## src/core/fws_defs.svh

```systemverilog
`ifndef FWS_DEFS_SVH
`define FWS_DEFS_SVH

// ----------------------------------------------------------------------------
// Register map of the controller (APB, byte addresses).
// ----------------------------------------------------------------------------
`define FWS_REG_CTRL      8'h00
`define FWS_REG_ADDR      8'h04
`define FWS_REG_WDATA     8'h08
`define FWS_REG_STATUS    8'h0c
`define FWS_REG_RDATA     8'h10

// ----------------------------------------------------------------------------
// Field positions.
// ----------------------------------------------------------------------------
`define FWS_CTRL_GO       0
`define FWS_CTRL_OP_LO    1
`define FWS_CTRL_OP_HI    3
`define FWS_ST_BUSY       0
`define FWS_ST_DONE       1
`define FWS_ST_FAIL       2
`define FWS_ST_REJECT     3
`define FWS_ST_RDY        4
`define FWS_ST_SUSP       5

// ----------------------------------------------------------------------------
// Data bus bit positions of the status bits.
// ----------------------------------------------------------------------------
`define FWS_DQ_POLL       7
`define FWS_DQ_TOGGLE     6
`define FWS_DQ_TIMEOUT    5
`define FWS_DQ_WINDOW     3
`define FWS_DQ_SECTOG     2

// ----------------------------------------------------------------------------
// Operation codes written into the control register.
// ----------------------------------------------------------------------------
`define FWS_OP_READ       3'h0
`define FWS_OP_WRITE      3'h1
`define FWS_OP_POLL       3'h2
`define FWS_OP_WINDOW     3'h3
`define FWS_OP_RESET      3'h4

// ----------------------------------------------------------------------------
// Timing: last count of a strobe phase (a phase lasts one clock more) and the reset command word.
// ----------------------------------------------------------------------------
`define FWS_PHASE_CYC     4'h6
`define FWS_RESET_CMD     16'h00f0
`define FWS_WINDOW_US     50
`define FWS_CLK_MHZ       200

`endif

```

## src/core/fws_pkg.sv

```systemverilog
package fws_pkg;

  // --------------------------------------------------------------------------
  // Strobes and address toward the flash.
  // --------------------------------------------------------------------------
  typedef struct packed {
    logic        ceN;
    logic        oeN;
    logic        weN;
    logic [21:0] addr;
  } fws_pins_type;

  // Sequencer states.
  typedef enum logic [3:0] {
    ST_IDLE, ST_WR_SET, ST_WR_HOLD, ST_RD_SET, ST_RD_HOLD, ST_EVAL, ST_FINISH
  } fws_state_type;

endpackage : fws_pkg

```

## src/core/fws_host.sv

```systemverilog
`timescale 1ns/1ps
`include "fws_defs.svh"
// Functional notes
// - Combine both toggle bits for sector and mode.
// - Start polling with two back-to-back reads.
// - Unchanged toggle means done; next read data.
// - Still toggling: check timeout bit, then retest.
// - Toggling after timeout means failure; issue reset.
// - Resumed polling restarts from double read.
// - After timeout, host issues reset command.
// - Window check skippable under 50 us spacing.
// - Check window bit before and after commands.
// - Status reads use a valid sector address.
// - Status reads address the busy bank.
module fws_host (
  input  wire logic                 ref_clk,
  input  wire logic                 rst,
  input  wire logic                 psel,
  input  wire logic                 penable,
  input  wire logic                 pwrite,
  input  wire logic [7:0]           paddr,
  input  wire logic [31:0]          pwdata,
  output logic      [31:0]          prdata,
  output logic                      pready,
  output logic                      pslverr,
  output fws_pkg::fws_pins_type     flashPins,
  output logic      [15:0]          dqOut,
  output logic                      dqOe,
  input  wire logic [15:0]          dqIn,
  input  wire logic                 readyBusyN
);
  import fws_pkg::*;

  // --------------------------------------------------------------------------
  // Registers and synchronisers.
  // --------------------------------------------------------------------------
  fws_state_type state_r;            // Sequencer state.
  logic [2:0]    op_r;               // Operation in progress.
  logic [21:0]   addr_r;             // Bank and sector address in use.
  logic [15:0]   wdata_r;            // Word written by a write cycle.
  logic [15:0]   rdata_r;            // Last word read from the flash.
  logic [15:0]   first_r;            // First word of a toggle pair.
  logic          havePair_r;         // A first read is stored.
  logic          sawTimeout_r;       // Timeout bit seen while toggling.
  logic          busy_r;             // Sequence running.
  logic          done_r;             // Sticky: operation finished well.
  logic          fail_r;             // Sticky: operation failed.
  logic          reject_r;           // Sticky: window bit high after command.
  logic          susp_r;             // Sector shows erase-suspend pattern.
  logic [3:0]    phase_r;            // Strobe phase counter.
  logic [15:0]   dqS1_r, dqS2_r, dqS3_r;   // Data bus synchroniser.
  logic [2:0]    rbS_r;              // Ready/busy synchroniser.
  logic [15:0]   dqStable_r;         // Value accepted once stages agree.
  logic          rbStable_r;         // Ready/busy level accepted.

  logic          apbWr;              // Write access completes.
  logic          goCmd;              // Software start request.
  logic          phaseEnd;           // Strobe phase elapsed.
  logic          togglesDiffer;      // Operation toggle changed.

  assign pready  = 1'b1;             // Slave answers in the access cycle.
  assign pslverr = 1'b0;
  assign apbWr   = psel && penable && pwrite;
  assign goCmd   = apbWr && (paddr == `FWS_REG_CTRL) && pwdata[`FWS_CTRL_GO] && !busy_r;
  assign phaseEnd = (phase_r == `FWS_PHASE_CYC);
  // The sector toggle bit alone cannot show the mode, so only the operation
  // toggle decides completion; the sector bit is kept for software.
  assign togglesDiffer = first_r[`FWS_DQ_TOGGLE] ^ dqStable_r[`FWS_DQ_TOGGLE];

  // --------------------------------------------------------------------------
  // Input synchronisers: a change counts when stages two and three agree.
  // --------------------------------------------------------------------------
  always_ff @(posedge ref_clk) begin
    if (rst) begin
      dqS1_r     <= 16'h0000;
      dqS2_r     <= 16'h0000;
      dqS3_r     <= 16'h0000;
      rbS_r      <= 3'h7;
      dqStable_r <= 16'h0000;
      rbStable_r <= 1'b1;
    end else begin
      dqS1_r <= dqIn;
      dqS2_r <= dqS1_r;
      dqS3_r <= dqS2_r;
      rbS_r  <= {rbS_r[1:0], readyBusyN};
      if (dqS2_r == dqS3_r) begin
        dqStable_r <= dqS3_r;
      end
      if (rbS_r[1] == rbS_r[2]) begin
        rbStable_r <= rbS_r[2];
      end
    end
  end

  // --------------------------------------------------------------------------
  // Software registers: address and data words.
  // --------------------------------------------------------------------------
  always_ff @(posedge ref_clk) begin
    if (rst) begin
      addr_r  <= 22'h000000;
      wdata_r <= 16'h0000;
      op_r    <= `FWS_OP_READ;
    end else begin
      if (apbWr && !busy_r && paddr == `FWS_REG_ADDR) begin
        // Status reads must target the busy bank and sector.
        addr_r <= pwdata[21:0];
      end
      if (apbWr && !busy_r && paddr == `FWS_REG_WDATA) begin
        wdata_r <= pwdata[15:0];
      end
      if (goCmd) begin
        op_r <= pwdata[`FWS_CTRL_OP_HI:`FWS_CTRL_OP_LO];
      end
    end
  end

  // --------------------------------------------------------------------------
  // Read mux for software.
  // --------------------------------------------------------------------------
  always_comb begin
    prdata = 32'h00000000;
    unique case (paddr)
      `FWS_REG_CTRL:   prdata = {28'h0000000, op_r, busy_r};
      `FWS_REG_ADDR:   prdata = {10'h000, addr_r};
      `FWS_REG_WDATA:  prdata = {16'h0000, wdata_r};
      `FWS_REG_STATUS: prdata = {26'h0000000, susp_r, rbStable_r, reject_r, fail_r, done_r, busy_r};
      `FWS_REG_RDATA:  prdata = {16'h0000, rdata_r};
      default:         prdata = 32'h00000000;
    endcase
  end

  // --------------------------------------------------------------------------
  // Phase counter: each strobe phase lasts a fixed number of clocks.
  // --------------------------------------------------------------------------
  always_ff @(posedge ref_clk) begin
    if (rst || state_r == ST_IDLE || state_r == ST_EVAL || phaseEnd) begin
      phase_r <= 4'h0;
    end else begin
      phase_r <= phase_r + 4'h1;
    end
  end

  // --------------------------------------------------------------------------
  // Sequencer: write cycles, read cycles and the toggle poll loop.
  // --------------------------------------------------------------------------
  always_ff @(posedge ref_clk) begin
    if (rst) begin
      state_r      <= ST_IDLE;
      busy_r       <= 1'b0;
      havePair_r   <= 1'b0;
      sawTimeout_r <= 1'b0;
      first_r      <= 16'h0000;
      rdata_r      <= 16'h0000;
    end else begin
      unique case (state_r)
        ST_IDLE: begin
          if (goCmd) begin
            busy_r <= 1'b1;
            // Each new poll starts from its first double read.
            havePair_r   <= 1'b0;
            sawTimeout_r <= 1'b0;
            if (pwdata[`FWS_CTRL_OP_HI:`FWS_CTRL_OP_LO] == `FWS_OP_WRITE ||
                pwdata[`FWS_CTRL_OP_HI:`FWS_CTRL_OP_LO] == `FWS_OP_RESET) begin
              state_r <= ST_WR_SET;
            end else begin
              state_r <= ST_RD_SET;
            end
          end
        end
        ST_WR_SET:  if (phaseEnd) state_r <= ST_WR_HOLD;
        ST_WR_HOLD: if (phaseEnd) state_r <= ST_FINISH;
        ST_RD_SET:  if (phaseEnd) state_r <= ST_RD_HOLD;
        ST_RD_HOLD: begin
          if (phaseEnd) begin
            rdata_r <= dqStable_r;
            state_r <= ST_EVAL;
          end
        end
        ST_EVAL: begin
          if (op_r != `FWS_OP_POLL) begin
            state_r <= ST_FINISH;
          end else if (!havePair_r) begin
            first_r    <= rdata_r;
            havePair_r <= 1'b1;
            state_r    <= ST_RD_SET;
          end else if (!(first_r[`FWS_DQ_TOGGLE] ^ rdata_r[`FWS_DQ_TOGGLE])) begin
            // No toggle: finished; the next read returns array data.
            state_r <= ST_FINISH;
          end else if (sawTimeout_r) begin
            // Still toggling after the timeout bit: failed.
            state_r <= ST_FINISH;
          end else begin
            // Toggling: note timeout, then retest toggling.
            sawTimeout_r <= rdata_r[`FWS_DQ_TIMEOUT];
            first_r      <= rdata_r;
            state_r      <= ST_RD_SET;
          end
        end
        ST_FINISH: begin
          busy_r  <= 1'b0;
          state_r <= ST_IDLE;
        end
      endcase
    end
  end

  // --------------------------------------------------------------------------
  // Sticky result flags; a new start clears them.
  // --------------------------------------------------------------------------
  always_ff @(posedge ref_clk) begin
    if (rst || goCmd) begin
      done_r   <= 1'b0;
      fail_r   <= 1'b0;
      reject_r <= 1'b0;
      susp_r   <= 1'b0;
    end else if (state_r == ST_EVAL) begin
      if (op_r == `FWS_OP_POLL && havePair_r) begin
        if (!(first_r[`FWS_DQ_TOGGLE] ^ rdata_r[`FWS_DQ_TOGGLE])) begin
          done_r <= 1'b1;
          // Sector toggling while operation toggle stands: suspended.
          susp_r <= first_r[`FWS_DQ_SECTOG] ^ rdata_r[`FWS_DQ_SECTOG];
        end else if (sawTimeout_r) begin
          fail_r <= 1'b1;
        end
      end
      if (op_r == `FWS_OP_WINDOW) begin
        // A high window bit after a further erase command flags rejection.
        // The window bit is read only on request, so software may skip it.
        reject_r <= rdata_r[`FWS_DQ_WINDOW];
      end
    end
  end

  // --------------------------------------------------------------------------
  // Pin drive. Write and output enables fall only in the hold phase so setup is met.
  // --------------------------------------------------------------------------
  always_ff @(posedge ref_clk) begin
    if (rst) begin
      flashPins <= '{ceN: 1'b1, oeN: 1'b1, weN: 1'b1, addr: 22'h000000};
      dqOut     <= 16'h0000;
      dqOe      <= 1'b0;
    end else begin
      flashPins.addr <= addr_r;
      flashPins.ceN  <= !(state_r inside {ST_WR_SET, ST_WR_HOLD, ST_RD_SET, ST_RD_HOLD});
      // Write enable rises one clock before chip enable and data are
      // released, so the flash latches a word that still stands.
      flashPins.weN  <= !(state_r == ST_WR_HOLD && !phaseEnd);
      // Reads are strobed by output enable; the chip enable rises with it at the end of each read.
      flashPins.oeN  <= !(state_r == ST_RD_HOLD);
      dqOe           <= (state_r == ST_WR_SET) || (state_r == ST_WR_HOLD);
      dqOut          <= (op_r == `FWS_OP_RESET) ? `FWS_RESET_CMD : wdata_r;
    end
  end

  // --------------------------------------------------------------------------
  // Checks.
  // --------------------------------------------------------------------------
  chk_strobe_excl: assert property (@(posedge ref_clk) disable iff (rst)
    !(!flashPins.weN && !flashPins.oeN)) else $error("write and output enable both low");
  chk_fail_timeout: assert property (@(posedge ref_clk) disable iff (rst)
    $rose(fail_r) |-> $past(sawTimeout_r)) else $error("fail without timeout seen");
  chk_done_pair: assert property (@(posedge ref_clk) disable iff (rst)
    $rose(done_r) |-> $past(havePair_r)) else $error("done before two reads");
  chk_bus_release: assert property (@(posedge ref_clk) disable iff (rst)
    dqOe |-> !flashPins.ceN) else $error("data driven without chip enable");
  chk_read_select: assert property (@(posedge ref_clk) disable iff (rst)
    !flashPins.oeN |-> !flashPins.ceN) else $error("output enable without chip enable");
  chk_write_data: assert property (@(posedge ref_clk) disable iff (rst)
    !flashPins.weN |-> dqOe) else $error("write strobe without data driven");

endmodule : fws_host

```

## config.mk

```make
export PLATFORM = sky130hd
export DESIGN_NAME = fws_host
export DESIGN_NICKNAME = d
export VERILOG_FILES = /design/src/core/fws_pkg.sv /design/src/core/fws_host.sv
export VERILOG_INCLUDE_DIRS = /design/src /design/src/core
export SDC_FILE = /design/constraint.sdc
export NUM_CORES = 1
export LEC_CHECK = 0
export BUFFER_PORTS_ARGS = -buffer_cell sky130_fd_sc_hd__buf_2
export CAP_MARGIN = 20
export CORE_ASPECT_RATIO = 1.1
export CORE_UTILIZATION = 54
export DETAILED_ROUTE_END_ITERATION = 12
export HOLD_SLACK_MARGIN = 0.03
export PLACE_DENSITY = 0.86
export SLEW_MARGIN = 20
export SYNTH_ARGS = -nofsm -noshare
export SYNTH_HDL_FRONTEND = slang
export SYNTH_SLANG_ARGS = --single-unit
```

## constraint.sdc

```tcl
create_clock -name ref_clk -period 3 [get_ports ref_clk]
set_input_delay 0.6 -clock ref_clk [delete_from_list [all_inputs] [get_ports ref_clk]]
set_output_delay 0.6 -clock ref_clk [all_outputs]
set_load 0.03 [all_outputs]
```

==> reports/metrics.csv <==
metric;value;unit
syn_area;6880;um2
drv_cap;0;
r2r_cells;4;
maxSlewViolCount;0;
vdd_drop_max;0.000410;V
portBuffers;115;
fin_nets;882;
final_area;8110;um2
reg2reg_slack;0.73;ns
cts-htree-levels;4;
avgRoutedWirePerCell;13.6;um
hpwl;9130;um
postCtsSetupBuffers;0;
cts_buffers;17;
ys_seq_elements;183;
viasPerCell;5.17;
skew;0.0108;ns
antenna_left;0;
hold_viol_final;0;
die_h;120;um
slew_headroom;0.460;
place_area;7550;um2
grt_overflow_total;0;
path_class;input port to output pin;
leakagePower;3.20;nW
area.sequential;3660;um2
fin_ws;0.159;ns
via_count;5089;
power.density;585;nW/um2
ys_types;54;
rr_endpoint;susp_r;
cts_tree;done;
grt_pass1_vias;4828;
postCtsHoldBufs;0;
drc;0;
synth_edf_count;0;
ys_warn_count;0;
hold_path_depth;2;
required;2.40;ns
rows;42;
status;finished, final reports clean;
dr.pass1.iters;6;
clockBufferDepth;2;
layout_common_cells;dfxtp_1 (183), buf_2 (114), nor2b_1 (74);
grt_use_total;0.214;
syn_avg_cell_area;9.61;um2
antenna_found_initial;0;
endpoint_kind;output pin;
tightest_slew;0.804;ns
ios;138;
root_buffer;clkbuf_16;
ys_seq_area_frac;0.533;
period_minus_slack;2.84;ns
ys_async_sr_fraction;0;
fin_crit_sh;0.947;
drive_above_1_share;0.208;
setup_viol;0;
place_ws;0.164;ns
tns;0;ns
hold_class;input port to register;
gp_congestion;0.858;
cts_resized;0;
multi_input_area;2950;um2
path_clk_slew;0.07;ns
max_freq;0.352;GHz
nFillCells;952;
start_kind;input port;
area_growth;17.9;%
arrival;2.24;ns
grt_max_degree;85;
cts.sinks;183;
wl;13400;um
coreArea;12200;um2
final_util;0.662;
synth_cells;716;
fp.dieW;110;um
layout_commonest_cell;dfxtp_1;
hp-start;readyBusyN;
worstReg2RegStart;state_r[2];
initial_core_util;0.562;
drt_iter0_drc;360;
power;4.74;mW
path_max_fanout;34;
num_antenna_cells;0;
fp.dieArea;13200;um2
clock_latency;0.42;ns
rsz0062_at_grt;false;
grt_pass1_wl;22200;um
hold_end;rbS_r[0];
synth_flop_cell;dfxtp_1;
## cell usage after synthesis, types with 2 or more instances
| cell | n | area, um2 |
|---|---|---|
| a21oi_1 | 46 | 230 |
| buf_2 | 6 | 30.0 |
| o21ai_0 | 12 | 60.1 |
| or3b_2 | 2 | 17.5 |
| nand4_1 | 5 | 31.3 |
| a211oi_1 | 3 | 22.5 |
| or2_2 | 3 | 18.8 |
| ha_1 | 2 | 25.0 |
| a41oi_1 | 2 | 17.5 |
| nand3b_1 | 2 | 15.0 |
| o21bai_1 | 2 | 15.0 |
| or3_1 | 4 | 25.0 |
| nor2b_1 | 74 | 463 |
| conb_1 | 2 | 7.51 |
| mux2_2 | 2 | 22.5 |
| a31oi_1 | 3 | 18.8 |
| nand2b_1 | 34 | 213 |
| nor4_2 | 2 | 25.0 |
| xnor2_1 | 22 | 193 |
| dfxtp_1 | 183 | 3660 |
| inv_1 | 10 | 37.5 |
| and3_1 | 2 | 12.5 |
| or4_1 | 2 | 15.0 |
| buf_4 | 12 | 90.1 |
| o22ai_1 | 2 | 12.5 |
| and2_1 | 18 | 113 |
| nor3_1 | 11 | 55.1 |
| nand2_1 | 63 | 236 |
| a22oi_1 | 8 | 60.1 |
| a222oi_1 | 6 | 60.1 |
| clkbuf_1 | 35 | 131 |
| nor2_1 | 38 | 143 |
| nand3_1 | 33 | 165 |
| buf_6 | 2 | 22.5 |
| o21a_1 | 3 | 22.5 |
| mux2i_1 | 38 | 380 |
| xor2_1 | 4 | 35.0 |
| o211ai_1 | 2 | 15.0 |
## cell families after synthesis
kind of cell / after synthesis / synth area share
compound gates: 96 / 0.0868
xor+xnor: 26 / 0.0331
fa+ha+maj: 2 / 0.00364
buf+inv: 66 / 0.0458
flops: 183 / 0.533
mux: 40 / 0.0586
other cells: 2 / 0.00109
simple gates: 301 / 0.238
## worst max-delay path: stages
cell      delay [ns]
buf_2           0.10
or4_4           0.62
nor3_2          0.29
buf_12          0.22
a222oi_1        0.11
inv_1           0.09
buf_2           0.19
## state kept, by name (all words and copies together) (netlist names), 4 cells and up
signal      flops
addr_r         22
dqOut          16
dqS1_r         16
dqS2_r         16
dqS3_r         16
dqStable_r     16
flashPins      25
phase_r         4
rdata_r        16
wdata_r        16
## cell type report
| class | count | area share |
|---|---|---|
| Clock buffer | 17 | 0.0525 |
| Sequential cell | 183 | 0.452 |
| Inverter | 10 | 0.00463 |
| Clock inverter | 14 | 0.0162 |
| Tap cell | 154 | 0.0238 |
| Multi-Input combinational cell | 477 | 0.364 |
| Timing Repair Buffer | 129 | 0.0873 |
## report_power, final
part | internal (mW) | leakage, nW | switching (mW)
Combinational | 0.0799 | 1.45 | 0.120
Clock | 1.09 | 0.270 | 0.979
Sequential | 2.46 | 1.48 | 0.0125
## stage by stage
step | instances | hold slack, ns
after CTS | 984 | 0.355
after floorplan | 726 | 0.389
after global routing | 984 | 0.353
after global placement | 953 | 0.397
after detailed placement | 953 | 0.396
final | 984 | 0.364
## per-layer routing
| layer | routed length, um | track usage | share of wire | up-vias |
|---|---|---|---|---|
| li1 | - | - | - | 2588 |
| met1 | 5980 | 0.262 | 0.45 | 2330 |
| met2 | 6510 | 0.361 | 0.49 | 152 |
| met3 | 643 | 0.0496 | 0.048 | 19 |
| met4 | 225 | 0.0850 | 0.017 | 0 |
| met5 | 0 | 0 | 0 | - |
## worst max-delay path by stage
stage | from | end | cells after the start
3_3_place_gp | paddr[6] | prdata[12] | 7
4_1_cts | paddr[6] | prdata[12] | 7
2_1_floorplan | paddr[6] | prdata[2] | 6
5_1_grt | paddr[6] | prdata[2] | 7
6_report | paddr[6] | prdata[12] | 7
3_5_place_dp | paddr[6] | prdata[12] | 7
Note: power is estimated with default switching activity, not from simulation.
